===== src/rtl/two_wire_target_pkg.sv =====
// constants and types for the two-wire target with memory read channel
package two_wire_target_pkg;
    // register byte offsets
    localparam logic [11:0] OFF_TASK_ARM_TX = 12'h000;
    localparam logic [11:0] OFF_TASK_STOP = 12'h004;
    localparam logic [11:0] OFF_TASK_SUSPEND = 12'h008;
    localparam logic [11:0] OFF_TASK_RESUME = 12'h00c;
    localparam logic [11:0] OFF_EVENTS = 12'h100;
    localparam logic [11:0] OFF_ENABLE = 12'h500;
    localparam logic [11:0] OFF_CONFIG = 12'h504;
    localparam logic [11:0] OFF_ADDR0 = 12'h508;
    localparam logic [11:0] OFF_ADDR1 = 12'h50c;
    localparam logic [11:0] OFF_TX_PTR = 12'h510;
    localparam logic [11:0] OFF_TX_LIMIT = 12'h514;
    localparam logic [11:0] OFF_TX_COUNT = 12'h518;
    localparam logic [11:0] OFF_FILL = 12'h51c;
    // event bit positions in the events register
    localparam int EV_READ = 0;
    localparam int EV_BEGUN = 1;
    localparam int EV_HALTED = 2;
    localparam int EV_ERROR = 3;
    localparam int EV_W = 4;
    // field widths, reset values and the last bit index of a byte
    localparam int CNT_W = 16;
    localparam logic [7:0] FILL_RST = 8'hff;
    localparam logic [1:0] CONFIG_RST = 2'h1;
    localparam logic [2:0] BIT_LAST = 3'h7;
    // ahb transfer type bit that marks an active transfer
    localparam int HTRANS_ACTIVE = 1;
    // bus rates the engine must follow, in kHz, and the sampling clock
    localparam int STD_RATE_KHZ = 100;
    localparam int FAST_RATE_KHZ = 400;
    localparam int CLK_KHZ = 10000;
    localparam int FAST_SAMPLES = CLK_KHZ / FAST_RATE_KHZ;
    // engine states, one-hot
    typedef enum logic [10:0] {
        ST_IDLE = 11'h001,
        ST_ADDR = 11'h002,
        ST_ACK = 11'h004,
        ST_WAIT_ARM = 11'h008,
        ST_LOAD = 11'h010,
        ST_FETCH = 11'h020,
        ST_TXB = 11'h040,
        ST_TXA = 11'h080,
        ST_DRAIN = 11'h100,
        ST_SKIP = 11'h200,
        ST_HALT = 11'h400
    } state_t;
endpackage


===== src/rtl/two_wire_target.sv =====
// two-wire target: address match, transmit from ram, ahb-lite registers
`timescale 1ns/1ps
// Notes on behaviour
// works at 100 kHz and 400 kHz
// bus carries a single master only
// master may hold scl low anytime
// configure pins, slots only while disabled; here config and address slot writes are taken whether enabled or not
// memory read and write channels; only a memory read channel is built here
// halted only after memory accesses finish
// enable puts target into idle
// read command: start, address, rw=1, ack
// match against two slots gated by config
// ack only on match, raise read event
// read commands detected only from idle; here a start in any state but halt opens an address phase
// arm task sets hidden prepared flag
// enter tx if armed, else stretch scl
// tx entry raises begun, clears flag
// restart during tx returns to idle; here a restart goes straight into the address phase
// stop ends transaction, halted, back idle
// limit bytes, then fill byte plus error
// pointer and limit captured at begun
// stop task halts and returns idle
// master acks bytes, nacks the last
// byte count readable after transaction
// suspend stretches scl until resume
// software stop halts regardless of bus
// disabled: pins released, no events
module two_wire_target (
    // clock and reset
    input wire logic clk_i,
    input wire logic rst_n_i,
    // ahb-lite slave
    input wire logic hsel_i,
    input wire logic [31:0] haddr_i,
    input wire logic [1:0] htrans_i,
    input wire logic hwrite_i,
    input wire logic [2:0] hsize_i,
    input wire logic [31:0] hwdata_i,
    input wire logic hready_i,
    output logic [31:0] hrdata_o,
    output logic hreadyout_o,
    output logic hresp_o,
    // two-wire pins, open drain
    input wire logic scl_i,
    output logic scl_o,
    output logic scl_oe_o,
    input wire logic sda_i,
    output logic sda_o,
    output logic sda_oe_o,
    // memory read channel
    output logic mem_req_o,
    output logic [31:0] mem_addr_o,
    input wire logic mem_ack_i,
    input wire logic [7:0] mem_rdata_i
);
    localparam int CNT_W = two_wire_target_pkg::CNT_W;
    localparam int EV_W = two_wire_target_pkg::EV_W;

    // software registers
    logic enable_q;
    logic [1:0] config_q;  // slot enables
    logic [6:0] addr0_q;
    logic [6:0] addr1_q;
    logic [31:0] tx_ptr_q;
    logic [CNT_W-1:0] tx_limit_q;
    logic [7:0] fill_q;
    logic [EV_W-1:0] events_q;  // sticky event bits
    // engine state
    two_wire_target_pkg::state_t state_q;
    logic armed_q;  // hidden transmit-prepared flag
    logic suspend_q;
    logic [3:0] bit_cnt_q;
    logic [7:0] shreg_q;
    logic nack_q;
    logic from_buf_q;  // byte in shift register came from ram
    logic pending_q;  // memory fetch outstanding
    logic [31:0] ptr_cap_q;
    logic [CNT_W-1:0] limit_cap_q;
    logic [CNT_W-1:0] byte_idx_q;  // bytes fetched this transaction
    logic [CNT_W-1:0] tx_count_q;  // bytes sent from the buffer
    logic ev_read_q, ev_begun_q, ev_halt_q, ev_err_q;  // one-cycle pulses
    logic mem_req_q;
    // ahb data phase bookkeeping
    logic wr_pend_q;
    logic [11:0] wr_addr_q;
    logic [31:0] hrdata_q;
    // synchronisers and edge detect
    logic scl_s1, scl_s2, scl_s3;
    logic sda_s1, sda_s2, sda_s3;

    // bus decode helpers
    logic addr_ph, task_wr;
    logic [11:0] a_off;
    assign addr_ph = hsel_i && htrans_i[two_wire_target_pkg::HTRANS_ACTIVE]
        && hready_i;
    assign a_off = haddr_i[11:0];
    assign task_wr = wr_pend_q && hwdata_i[0];
    logic t_arm, t_stop, t_susp, t_res;
    assign t_arm = task_wr
        && wr_addr_q == two_wire_target_pkg::OFF_TASK_ARM_TX;
    assign t_stop = task_wr
        && wr_addr_q == two_wire_target_pkg::OFF_TASK_STOP;
    assign t_susp = task_wr
        && wr_addr_q == two_wire_target_pkg::OFF_TASK_SUSPEND;
    assign t_res = task_wr
        && wr_addr_q == two_wire_target_pkg::OFF_TASK_RESUME;

    // zero-wait slave, always okay
    assign hreadyout_o = 1'b1;
    assign hresp_o = 1'b0;
    assign hrdata_o = hrdata_q;

    // capture write address phase for the following data phase
    always_ff @(posedge clk_i or negedge rst_n_i) begin
        if (!rst_n_i) begin
            wr_pend_q <= 1'b0;
            wr_addr_q <= 12'h000;
        end else begin
            wr_pend_q <= addr_ph && hwrite_i;
            wr_addr_q <= a_off;
        end
    end

    // read data is registered at the address phase
    always_ff @(posedge clk_i or negedge rst_n_i) begin
        if (!rst_n_i) begin
            hrdata_q <= 32'h0000_0000;
        end else if (addr_ph && !hwrite_i) begin
            case (a_off)
                two_wire_target_pkg::OFF_EVENTS:
                    hrdata_q <= {28'h000_0000, events_q};
                two_wire_target_pkg::OFF_ENABLE:
                    hrdata_q <= {31'h0000_0000, enable_q};
                two_wire_target_pkg::OFF_CONFIG:
                    hrdata_q <= {30'h0000_0000, config_q};
                two_wire_target_pkg::OFF_ADDR0:
                    hrdata_q <= {25'h000_0000, addr0_q};
                two_wire_target_pkg::OFF_ADDR1:
                    hrdata_q <= {25'h000_0000, addr1_q};
                two_wire_target_pkg::OFF_TX_PTR: hrdata_q <= tx_ptr_q;
                two_wire_target_pkg::OFF_TX_LIMIT:
                    hrdata_q <= {16'h0000, tx_limit_q};
                two_wire_target_pkg::OFF_TX_COUNT:
                    hrdata_q <= {16'h0000, tx_count_q};
                two_wire_target_pkg::OFF_FILL:
                    hrdata_q <= {24'h00_0000, fill_q};
                default: hrdata_q <= 32'h0000_0000;  // unmapped, tasks
            endcase
        end
    end

    // configuration registers written in the data phase
    always_ff @(posedge clk_i or negedge rst_n_i) begin
        if (!rst_n_i) begin
            enable_q <= 1'b0;
            config_q <= two_wire_target_pkg::CONFIG_RST;
            addr0_q <= 7'h00;
            addr1_q <= 7'h00;
            tx_ptr_q <= 32'h0000_0000;
            tx_limit_q <= 16'h0000;
            fill_q <= two_wire_target_pkg::FILL_RST;
        end else if (wr_pend_q) begin
            case (wr_addr_q)
                two_wire_target_pkg::OFF_ENABLE: enable_q <= hwdata_i[0];
                two_wire_target_pkg::OFF_CONFIG: config_q <= hwdata_i[1:0];
                two_wire_target_pkg::OFF_ADDR0: addr0_q <= hwdata_i[6:0];
                two_wire_target_pkg::OFF_ADDR1: addr1_q <= hwdata_i[6:0];
                two_wire_target_pkg::OFF_TX_PTR: tx_ptr_q <= hwdata_i;
                two_wire_target_pkg::OFF_TX_LIMIT:
                    tx_limit_q <= hwdata_i[15:0];
                two_wire_target_pkg::OFF_FILL: fill_q <= hwdata_i[7:0];
                default: ;  // read-only or task address
            endcase
        end
    end

    // sticky events, write one to clear, a new event wins over the clear
    logic [EV_W-1:0] ev_set, ev_clr;
    assign ev_set = {ev_err_q, ev_halt_q, ev_begun_q, ev_read_q};
    assign ev_clr = (wr_pend_q && wr_addr_q == two_wire_target_pkg::OFF_EVENTS)
        ? hwdata_i[EV_W-1:0] : 4'h0;
    genvar gi;
    generate
        for (gi = 0; gi < EV_W; gi++) begin : g_ev
            always_ff @(posedge clk_i or negedge rst_n_i) begin
                if (!rst_n_i) begin
                    events_q[gi] <= 1'b0;
                end else if (ev_set[gi]) begin
                    events_q[gi] <= 1'b1;
                end else if (ev_clr[gi]) begin
                    events_q[gi] <= 1'b0;
                end
            end
        end
    endgenerate

    // two-stage synchronisers, third stage only for edge finding
    always_ff @(posedge clk_i or negedge rst_n_i) begin
        if (!rst_n_i) begin
            {scl_s1, scl_s2, scl_s3} <= 3'h7;
            {sda_s1, sda_s2, sda_s3} <= 3'h7;
        end else begin
            {scl_s1, scl_s2, scl_s3} <= {scl_i, scl_s1, scl_s2};
            {sda_s1, sda_s2, sda_s3} <= {sda_i, sda_s1, sda_s2};
        end
    end

    // bus conditions; a master holding scl low just delays edges
    logic scl_rise, scl_fall, bus_start, bus_stop;
    assign scl_rise = scl_s2 && !scl_s3;
    assign scl_fall = !scl_s2 && scl_s3;
    assign bus_start = scl_s2 && scl_s3 && sda_s3 && !sda_s2;
    assign bus_stop = scl_s2 && scl_s3 && !sda_s3 && sda_s2;

    // address match against enabled slots
    logic slot_hit;
    assign slot_hit = (config_q[0] && shreg_q[7:1] == addr0_q)
        || (config_q[1] && shreg_q[7:1] == addr1_q);

    // states in which a bus stop ends a transaction
    logic in_xfer;
    assign in_xfer = state_q inside {two_wire_target_pkg::ST_ACK,
        two_wire_target_pkg::ST_WAIT_ARM, two_wire_target_pkg::ST_LOAD,
        two_wire_target_pkg::ST_FETCH, two_wire_target_pkg::ST_TXB,
        two_wire_target_pkg::ST_TXA, two_wire_target_pkg::ST_DRAIN};

    // hidden transmit-prepared flag, arm wins over unprepare
    always_ff @(posedge clk_i or negedge rst_n_i) begin
        if (!rst_n_i) begin
            armed_q <= 1'b0;
        end else if (t_arm) begin
            armed_q <= 1'b1;
        end else if (ev_begun_q || ev_halt_q) begin
            armed_q <= 1'b0;
        end
    end

    // suspend flag set by suspend task, cleared by resume, disable or idle
    always_ff @(posedge clk_i or negedge rst_n_i) begin
        if (!rst_n_i) begin
            suspend_q <= 1'b0;
        end else if (!enable_q || t_res || state_q ==
                two_wire_target_pkg::ST_IDLE) begin
            suspend_q <= 1'b0;
        end else if (t_susp) begin
            suspend_q <= 1'b1;
        end
    end

    // outstanding fetch tracking, for a clean halt
    always_ff @(posedge clk_i or negedge rst_n_i) begin
        if (!rst_n_i) begin
            pending_q <= 1'b0;
        end else if (mem_req_q) begin
            pending_q <= 1'b1;
        end else if (mem_ack_i) begin
            pending_q <= 1'b0;
        end
    end

    // main engine
    always_ff @(posedge clk_i or negedge rst_n_i) begin
        if (!rst_n_i) begin
            state_q <= two_wire_target_pkg::ST_IDLE;
            bit_cnt_q <= 4'h0;
            shreg_q <= 8'h00;
            nack_q <= 1'b0;
            from_buf_q <= 1'b0;
            ptr_cap_q <= 32'h0000_0000;
            limit_cap_q <= 16'h0000;
            byte_idx_q <= 16'h0000;
            tx_count_q <= 16'h0000;
            ev_read_q <= 1'b0;
            ev_begun_q <= 1'b0;
            ev_halt_q <= 1'b0;
            ev_err_q <= 1'b0;
            mem_req_q <= 1'b0;
        end else begin
            ev_read_q <= 1'b0;
            ev_begun_q <= 1'b0;
            ev_halt_q <= 1'b0;
            ev_err_q <= 1'b0;
            mem_req_q <= 1'b0;
            if (!enable_q) begin
                state_q <= two_wire_target_pkg::ST_IDLE;
            end else if (t_stop) begin
                state_q <= two_wire_target_pkg::ST_HALT;
            end else if (bus_stop && in_xfer) begin
                state_q <= two_wire_target_pkg::ST_HALT;
            end else if (bus_start
                    && state_q != two_wire_target_pkg::ST_HALT) begin
                // restart goes straight into a fresh address phase, not via idle
                state_q <= two_wire_target_pkg::ST_ADDR;
                bit_cnt_q <= 4'h0;
            end else begin
                case (state_q)
                    two_wire_target_pkg::ST_IDLE: ;  // waits for a start
                    two_wire_target_pkg::ST_ADDR: begin
                        // shift address and direction on rising scl
                        if (scl_rise && bit_cnt_q < 4'h8) begin
                            shreg_q <= {shreg_q[6:0], sda_s2};
                            bit_cnt_q <= bit_cnt_q + 4'h1;
                        end else if (scl_fall && bit_cnt_q == 4'h8) begin
                            if (slot_hit && shreg_q[0]) begin
                                state_q <= two_wire_target_pkg::ST_ACK;
                                ev_read_q <= 1'b1;
                            end else begin
                                // nack: no match or write command
                                state_q <= two_wire_target_pkg::ST_SKIP;
                            end
                        end
                    end
                    two_wire_target_pkg::ST_ACK: begin
                        if (scl_fall) begin
                            state_q <= two_wire_target_pkg::ST_WAIT_ARM;
                        end
                    end
                    two_wire_target_pkg::ST_WAIT_ARM: begin
                        // scl is held low here until armed
                        if (armed_q) begin
                            state_q <= two_wire_target_pkg::ST_LOAD;
                            ev_begun_q <= 1'b1;
                            ptr_cap_q <= tx_ptr_q;
                            limit_cap_q <= tx_limit_q;
                            byte_idx_q <= 16'h0000;
                            tx_count_q <= 16'h0000;
                        end
                    end
                    two_wire_target_pkg::ST_LOAD: begin
                        if (pending_q) begin
                            state_q <= two_wire_target_pkg::ST_LOAD;
                        end else if (byte_idx_q < limit_cap_q) begin
                            mem_req_q <= 1'b1;
                            state_q <= two_wire_target_pkg::ST_FETCH;
                        end else begin
                            shreg_q <= fill_q;
                            ev_err_q <= 1'b1;
                            from_buf_q <= 1'b0;
                            bit_cnt_q <= 4'h0;
                            state_q <= two_wire_target_pkg::ST_TXB;
                        end
                    end
                    two_wire_target_pkg::ST_FETCH: begin
                        if (mem_ack_i) begin
                            shreg_q <= mem_rdata_i;
                            byte_idx_q <= byte_idx_q + 16'h0001;
                            from_buf_q <= 1'b1;
                            bit_cnt_q <= 4'h0;
                            state_q <= two_wire_target_pkg::ST_TXB;
                        end
                    end
                    two_wire_target_pkg::ST_TXB: begin
                        // next bit is set up after each falling scl
                        if (scl_fall) begin
                            if (bit_cnt_q[2:0] ==
                                    two_wire_target_pkg::BIT_LAST) begin
                                state_q <= two_wire_target_pkg::ST_TXA;
                                if (from_buf_q) begin
                                    tx_count_q <= tx_count_q + 16'h0001;
                                end
                            end else begin
                                shreg_q <= {shreg_q[6:0], 1'b1};
                                bit_cnt_q <= bit_cnt_q + 4'h1;
                            end
                        end
                    end
                    two_wire_target_pkg::ST_TXA: begin
                        // master acks each byte, nacks the last
                        if (scl_rise) begin
                            nack_q <= sda_s2;
                        end else if (scl_fall) begin
                            state_q <= nack_q
                                ? two_wire_target_pkg::ST_DRAIN
                                : two_wire_target_pkg::ST_LOAD;
                        end
                    end
                    two_wire_target_pkg::ST_DRAIN: ;  // released, await stop
                    two_wire_target_pkg::ST_SKIP: ;  // not ours, await start
                    two_wire_target_pkg::ST_HALT: begin
                        // wait for the last fetch to land
                        if (!pending_q && !mem_req_q) begin
                            ev_halt_q <= 1'b1;
                            state_q <= two_wire_target_pkg::ST_IDLE;
                        end
                    end
                    default: state_q <= two_wire_target_pkg::ST_IDLE;
                endcase
            end
        end
    end

    // pin drive: pull low only, never while disabled
    logic hold_scl;
    assign hold_scl = enable_q && (state_q inside {
        two_wire_target_pkg::ST_WAIT_ARM, two_wire_target_pkg::ST_LOAD,
        two_wire_target_pkg::ST_FETCH}
        || (suspend_q && in_xfer && !scl_s2));
    assign scl_o = 1'b0;
    assign sda_o = 1'b0;
    assign scl_oe_o = hold_scl;
    assign sda_oe_o = enable_q
        && ((state_q == two_wire_target_pkg::ST_ACK)
        || (state_q == two_wire_target_pkg::ST_TXB && !shreg_q[7]));
    assign mem_req_o = mem_req_q;
    assign mem_addr_o = ptr_cap_q + {16'h0000, byte_idx_q};
endmodule


===== config.mk =====
export PLATFORM = sky130hd
export DESIGN_NAME = two_wire_target
export DESIGN_NICKNAME = d
export VERILOG_FILES = /design/src/rtl/two_wire_target_pkg.sv /design/src/rtl/two_wire_target.sv
export SDC_FILE = /design/constraint.sdc
export NUM_CORES = 1
export LEC_CHECK = 0
export BUFFER_PORTS_ARGS = -buffer_cell sky130_fd_sc_hd__buf_2
export CORE_ASPECT_RATIO = 1.2
export CORE_UTILIZATION = 50
export CTS_CLUSTER_SIZE = 20
export DETAILED_ROUTE_END_ITERATION = 8
export GPL_TIMING_DRIVEN = 0
export PLACE_DENSITY = 0.67
export SYNTH_ARGS = -nofsm -noshare
export SYNTH_HDL_FRONTEND = slang
export SYNTH_SLANG_ARGS = --single-unit

===== constraint.sdc =====
create_clock -name clk_i -period 3.4 [get_ports clk_i]
set_input_delay 0.51 -clock clk_i [delete_from_list [all_inputs] [get_ports clk_i]]
set_output_delay 0.51 -clock clk_i [all_outputs]
set_load 0.01 [all_outputs]

==> results of run 1 <==
-- repair_timing --
item / in CTS / in global routing
setup endpoints to repair: 28 / 20
buffers inserted: 9 / 3
gates cloned: 1 / 0
pin swaps: 12 / 8
gates resized for setup: 46 / 18
-- final cells by class --
| class | count | area [µm²] |
|---|---|---|
| Fill cell | 2052 | 9420 |
| Sequential cell | 241 | 6060 |
| Multi-Input combinational cell | 840 | 6050 |
| Timing Repair Buffer | 140 | 766 |
| Clock buffer | 37 | 732 |
| Tap cell | 320 | 400 |
| Buffer | 47 | 244 |
| Inverter | 40 | 150 |
| Clock inverter | 11 | 141 |
| Antenna cell | 1 | 2.50 |
-- registers in the layout, summed over array words and instances, names as in the netlist, 2 cells and up --
signal       flops
tx_count_q      16
events_q         4
fill_q           8
limit_cap_q     16
wr_addr_q       12
addr0_q          7
tx_ptr_q        32
bit_cnt_q        4
state_q         11
ptr_cap_q       32
config_q         2
hrdata_o        32
byte_idx_q      16
addr1_q          7
tx_limit_q      16
shreg_q          8
-- cell usage after synthesis (21+ instances only) --
cell type  instances  area, µm²
dfrtp_1          225       5630
nand2_1          118        443
mux2_2           105       1180
o21ai_0          103        515
nor2_1            73        274
inv_1             40        150
ha_1              36        450
a21oi_1           34        170
nand3_1           33        165
xnor2_1           29        254
clkbuf_1          28        105
nand4_1           27        169
nand2b_1          21        131
-- cells by family after synthesis --
logic type	count (synthesis)	share of synthesized area
DFF	241	0.496
other	2	0.000616
and+or+nand+nor	380	0.156
adders and majority gates	37	0.0386
buffers and inverters	89	0.0321
AOI/OAI and AO/OA	260	0.139
xor gates and xnor gates	44	0.0316
muxes	115	0.105
-- power by group --
part | total [mW] | internal [mW] | switching [mW]
sequential | 2.99 | 2.94 | 0.0589
clock | 2.88 | 1.73 | 1.15
combinational | 0.232 | 0.0937 | 0.138
total | 6.10 | 4.76 | 1.35
-- how the worst min path moves through the flow --
stage / startpoint / end / slack [ns] / depth (start not counted)
2_1_floorplan: rst_n_i / addr0_q[0]$_DFFE_PN0P_ / 0.21 / 0
3_5_place_dp: sda_s1$_DFF_PN1_ / sda_s2$_DFF_PN1_ / 0.35 / 0
5_1_grt: scl_i / scl_s1$_DFF_PN1_ / 0.07 / 1
6_report: rst_n_i / hrdata_o[18]$_DFFE_PN0P_ / 0.07 / 1
4_1_cts: scl_i / scl_s1$_DFF_PN1_ / 0.07 / 1
3_3_place_gp: sda_s1$_DFF_PN1_ / sda_s2$_DFF_PN1_ / 0.35 / 0
-- stage by stage --
step	hold WS [ns]	setup WS, ns	instances	util	power, mW
6_report	0.0661	-0.127	1677	0.607	6.10
5_1_grt	0.0742	-0.252	1676	0.607	6.31
4_1_cts	0.0747	-0.171	1674	0.601	6.16
3_5_place_dp	0.347	-0.208	1617	0.553	3.28
3_3_place_gp	0.351	-2.44	1616	0.552	3.27
2_1_floorplan	0.214	0.443	1170	-	3.12
-- layer usage --
layer,vias to the layer above,global-route usage
li1,4595,-
met4,0,0.104
met5,-,0
met1,4816,0.339
met2,283,0.446
met3,67,0.0366
-- critical path, stage by stage, from the launching register on --
cell and delay [ns]:
dfrtp_1 0.40, ha_4 0.17, inv_2 0.04, fa_2 0.37, nor2b_4 0.16, o21bai_4 0.09, a31oi_4 0.19, o21bai_4 0.08
a311o_2 0.50, nor2_2 0.15, xor2_1 0.17, buf_2 0.16
==> qor.txt, run 1 <==
OUTCOME
----------------------------------------------------------------------------------------
Status                                                                      complete, but fails checks
Violated checks                                                             setup timing

STA
----------------------------------------------------------------------------------------
Number of setup violations in the final report                                         8
Max-slew headroom                                                                  0.407
Pins over their slew limit                                                             0
Final worst path period need                                                     3.53 ns
TNS Setup                                                                      -0.717 ns
Unrepaired setup endpoints after global routing                                     true
Slew of the pin with the lowest slew margin                                     0.889 ns
Final WS setup                                                                 -0.127 ns
Final Hold Fails                                                                       0
Final period utilization                                                            1.04
Maximum clock skew at final layout                                             0.0220 ns
Max Clock Freq                                                                   284 MHz

CELLS AND AREA
----------------------------------------------------------------------------------------
Growth of design area from synthesis to finish                                     19.4%
Non-Filler Cell Area, Final                                                    14600 µm²
Fraction of final layout cells sized beyond drive strength 1                       0.279
Number of nets at the end of the flow                                               1458
Most frequent cells in the layout                                           dfrtp_1, buf_2, nand2_1, mux2_2, o21ai_0
Most frequent standard cell in the layout excluding fill and tap cells           dfrtp_1

DRT
----------------------------------------------------------------------------------------
Highest routed metal layer                                                          met4
Remaining routing DRC violations                                                       0
Routed length on met2                                                           16100 µm
Number of detailed-route iterations in the first pass                                  7
Final WL                                                                        32600 µm
Number of DRC markers in iteration 0                                                 629
Routed WL per cell                                                               19.4 µm
Antenna Nets Post-Route                                                                0
Detailed-route via count                                                            9761
Routed length on met1                                                           13600 µm
Met3 wire length                                                                 1640 µm
DR vias/cell                                                                        5.82

POWER
----------------------------------------------------------------------------------------
Static Leak                                                                      6.75 nW
Cell Pwr Density                                                              419 nW/µm²
Worst IR Drop VDD                                                               0.387 mV

FLOORPLANNING
----------------------------------------------------------------------------------------
Area of the die                                                                25000 µm²
Die outline width                                                                 145 µm
Core Rows                                                                             62
Initial cell density of the core                                                   0.509
Standard cell core area                                                        24000 µm²
Number of placed I/O pins                                                            156
Height of the chip                                                                173 µm

CRITICAL PATH
----------------------------------------------------------------------------------------
Worst Setup End Kind                                                         output port
Startpoint of the lowest-slack register-to-register path                    state_q[8]$_DFFE_PN0P_
Class of the most critical setup path                                       register to output port
Peak fanout along the critical path                                                    8
Setup slack on the worst flop-to-flop path                                       0.15 ns
Critical Path AT                                                                 3.02 ns
Setup crit start kind                                                           register
Cell depth of the worst flop-to-flop path                                             10
Capturing instance or port of the critical path                             mem_addr_o[28]
Required time reported for the critical path endpoint                            2.89 ns
Destination of the worst register-to-register timing path                   byte_idx_q[11]$_DFFE_PN0P_
Crit path from                                                              ptr_cap_q[0]$_DFFE_PN0P_

SYNTHESIS
----------------------------------------------------------------------------------------
Number of unique standard cell types used by synthesis                                66
Fraction of synthesis flops using an asynchronous set or reset pin                  1.00
Commonest register cell after synthesis                                          dfrtp_1
Area of the mapped netlist                                                     12200 µm²
Ys Warns                                                                               0
Synthesized flop and latch total                                                     241
Post-Syn Instances                                                                  1168
EDFF count, synth                                                                      0
Part of the Yosys area used for sequential elements                                0.496
Avg Synthesized Cell Area                                                       10.4 µm²

PLACE
----------------------------------------------------------------------------------------
Total half-perimeter wirelength after legalization and detailed placement       23800 µm
Port buffer count                                                                    126
Global placer's final weighted congestion                                          0.945
Post-DP Area                                                                   13300 µm²

CLOCK TREE
----------------------------------------------------------------------------------------
Root Driver                                                                    clkbuf_16
Number of buffers created by CTS                                                      26
Clock slew seen by the registers of the worst setup and hold paths               0.06 ns
CTS tree                                                                             yes
Total clock sinks                                                                    241
Count of hold buffers inserted by post-cts repair                                      0
Number of levels the H-tree was split into                                             1
Worst-skew pair later-pin latency                                                0.54 ns
Clock Path Buffers                                                                     3

GRT
----------------------------------------------------------------------------------------
Number of antenna violations at the first check in global routing                      0
Total routing resource utilization after global routing                            0.264
Wire length of the first global-routing pass                                    51200 µm
Largest net degree at the start of global routing                                    128
Global-route congestion overflow total                                                 0
Via count of the first global-routing pass                                          9611

FLOW RUN
----------------------------------------------------------------------------------------
Max-Cap Viols                                                                          0

HOLD PATH
----------------------------------------------------------------------------------------
Classification of the worst-slack hold path                                 primary input to asynchronous set/reset pin

Power figures use the tool's default switching activity.
==> inputs of run 2 (changes only) <==
--- a/config.mk
+++ b/config.mk
@@ -6,7 +6,7 @@
 export NUM_CORES = 1
 export LEC_CHECK = 0
 export BUFFER_PORTS_ARGS = -buffer_cell sky130_fd_sc_hd__buf_2
-export CORE_ASPECT_RATIO = 1.2
+export CORE_ASPECT_RATIO = 0.9
 export CORE_UTILIZATION = 50
 export CTS_CLUSTER_SIZE = 20
 export DETAILED_ROUTE_END_ITERATION = 8
==> run 2 against run 1 <==
  * Via count grew 0.38%
  * Critical path depth did not move
  * Largest cell class unchanged
  * Die area about the same
  * Critical path type unchanged
  * Sequential share of layout area hardly changed
  * Hold slack worse by 0.028 ns
  * Fmax up 0.81%
  * Power down 2.1%
  * Clock skew shrank 0.011 ns
  * The flow finishes with violations (DRC, setup timing)
  * Highest routed layer unchanged
==> qor.txt, run 2 (synthesis gave the netlist of run 1 again) <==
OUTCOME
----------------------------------------------------------------------------------------
Status                                                                      complete, but fails checks
Violated checks                                                             DRC, setup timing

POWER
----------------------------------------------------------------------------------------
Switching fraction of total power                                                  0.228
Total power of the final layout                                                  5.98 mW
Worst IR Drop VDD                                                               0.398 mV
Clock power share                                                                  0.459
Part of the power in combinational logic                                           0.040
Internal Dissipation                                                             4.61 mW
Static Leak                                                                      6.77 nW
Cell Pwr Density                                                              411 nW/µm²
Switching power                                                                  1.36 mW
Sequential power share                                                             0.501

CRITICAL PATH
----------------------------------------------------------------------------------------
Critical Path AT                                                                 2.99 ns
Worst Setup End Kind                                                         output port
Setup crit start kind                                                           register
Required time reported for the critical path endpoint                            2.89 ns
Class of the most critical setup path                                       register to output port
Peak fanout along the critical path                                                    8

CLOCK TREE
----------------------------------------------------------------------------------------
Clock slew seen by the registers of the worst setup and hold paths               0.06 ns
Root Driver                                                                    clkbuf_16
Number of buffers created by CTS                                                      27
Number of levels the H-tree was split into                                             1
Clock Path Buffers                                                                     3
Worst-skew pair later-pin latency                                                0.53 ns
CTS tree                                                                             yes
Total clock sinks                                                                    241

FLOORPLANNING
----------------------------------------------------------------------------------------
Number of placed I/O pins                                                            156
Standard cell core area                                                        23600 µm²
Initial cell density of the core                                                   0.516
Die outline width                                                                 167 µm
Area of the die                                                                25000 µm²
Core Rows                                                                             53
Height of the chip                                                                150 µm

STA
----------------------------------------------------------------------------------------
Slew of the pin with the lowest slew margin                                     0.811 ns
Max Clock Freq                                                                   286 MHz
Final period utilization                                                            1.03
Final WS setup                                                                -0.0986 ns
Max-slew headroom                                                                  0.456
Number of setup violations in the final report                                         8
TNS Setup                                                                      -0.590 ns
Final Hold Fails                                                                       0
Final worst path period need                                                     3.50 ns
Unrepaired setup endpoints after global routing                                     true
Maximum clock skew at final layout                                             0.0109 ns
Pins over their slew limit                                                             0

GRT
----------------------------------------------------------------------------------------
Number of antenna violations at the first check in global routing                      0
Largest net degree at the start of global routing                                    123
Via count of the first global-routing pass                                          9238
Total routing resource utilization after global routing                            0.264
Global-route congestion overflow total                                                 0
Wire length of the first global-routing pass                                    51700 µm

DRT
----------------------------------------------------------------------------------------
Routed WL per cell                                                               19.7 µm
Number of detailed-route iterations in the first pass                                  9
DR vias/cell                                                                        5.88
Final WL                                                                        32800 µm
Detailed-route via count                                                            9798
Number of DRC markers in iteration 0                                                 792
Antenna Nets Post-Route                                                                0
Remaining routing DRC violations                                                       2

PLACE
----------------------------------------------------------------------------------------
Post-DP Area                                                                   13300 µm²
Total half-perimeter wirelength after legalization and detailed placement       23700 µm
Global placer's final weighted congestion                                          0.912
Port buffer count                                                                    126

HOLD PATH
----------------------------------------------------------------------------------------
Classification of the worst-slack hold path                                 primary input to asynchronous set/reset pin

FLOW RUN
----------------------------------------------------------------------------------------
Max-Cap Viols                                                                          0

CELLS AND AREA
----------------------------------------------------------------------------------------
Non-Filler Cell Area, Final                                                    14500 µm²
Most frequent standard cell in the layout excluding fill and tap cells           dfrtp_1
Growth of design area from synthesis to finish                                     19.3%
Fraction of final layout cells sized beyond drive strength 1                       0.285
Share of the core filled with cells                                                0.616
Most frequent cells in the layout                                           dfrtp_1, buf_2, nand2_1, mux2_2, o21ai_0
Number of nets at the end of the flow                                               1464
Ant. Diodes                                                                            0

## run 2: changes by cell type in the layout (fill, tap and decap cells not counted), sizes merged, moves of 2 or more
| cell | delta |
|---|---|
| buf | +6 |
| bufinv | -3 |
| clkinvlp | +3 |
| clkinv | -2 |
| inv | +2 |
## run 2: power groups by stage
| stage | Clock, mW | Combinational (mW) | Sequential [mW] |
|---|---|---|---|
| final | 2.74 | 0.236 | 3.00 |
| after CTS | 2.80 | 0.239 | 2.99 |
| after global placement | 0 | 0.224 | 3.04 |
| after global routing | 2.93 | 0.264 | 3.00 |
| after floorplan | 0 | 0.101 | 3.02 |
| after detailed placement | 0 | 0.237 | 3.05 |
## run 2: what timing repair did
action | CTS | global route
pin swaps | 12 | 4
setup buffers | 11 | 6
gates cloned | 0 | 0
hold endpoints to repair | 0 | 0
setup endpoints to repair | 18 | 23
resized for setup | 44 | 24
hold buffers | 0 | 0
## run 2: per-layer routing
layer  vias up  track usage  routed length (µm)
li1       4623            -                   -
met1      4836        0.407               15900
met2       302        0.398               14600
met3        37       0.0331                1800
met4         0       0.0579                 509
met5         -            0                   0
## run 2: metrics by stage
step           hold WS, ns  std cells  setup WS (ns)
3_3_place_gp         0.345       1598          -2.49
6_report            0.0378       1665        -0.0986
4_1_cts             0.0600       1660         -0.134
3_5_place_dp         0.353       1600         -0.162
5_1_grt             0.0659       1665         -0.223
2_1_floorplan        0.214       1170          0.443
## run 2: area by class of cell
class	count	area [µm²]
tap	302	378
sequential	241	6060
clock buffer	39	771
multi-input combinational	840	6040
fill	1993	9060
buffer	47	245
clock inverter	11	70.1
inverter	40	150
timing repair buffer	145	827
## run 2: worst paths after layout
path / start / endpoint / slack, ns / cells past startpoint
hold reg to reg: sda_s1$_DFF_PN1_ / sda_s2$_DFF_PN1_ / 0.36 / 0
setup / recovery: ptr_cap_q[0]$_DFFE_PN0P_ / mem_addr_o[24] / -0.1 / 11
hold / removal: rst_n_i / state_q[8]$_DFFE_PN0P_ / 0.04 / 2
min in group clk_i: scl_i / scl_s1$_DFF_PN1_ / 0.08 / 1
max in group asynchronous: rst_n_i / ptr_cap_q[2]$_DFFE_PN0P_ / 2.34 / 3
setup reg to reg: state_q[8]$_DFFE_PN0P_ / from_buf_q$_DFFE_PN0P_ / 0.15 / 8
## run 2: worst max-delay path, cell delays in order (launching register included)
cell and delay, ns:
dfrtp_1 0.41, ha_4 0.17, inv_2 0.04, fa_2 0.36, nor2b_4 0.16, o21bai_4 0.09
a31oi_4 0.19, o21bai_4 0.08, a311o_2 0.50, nand2b_4 0.20, xnor2_2 0.12, buf_2 0.15
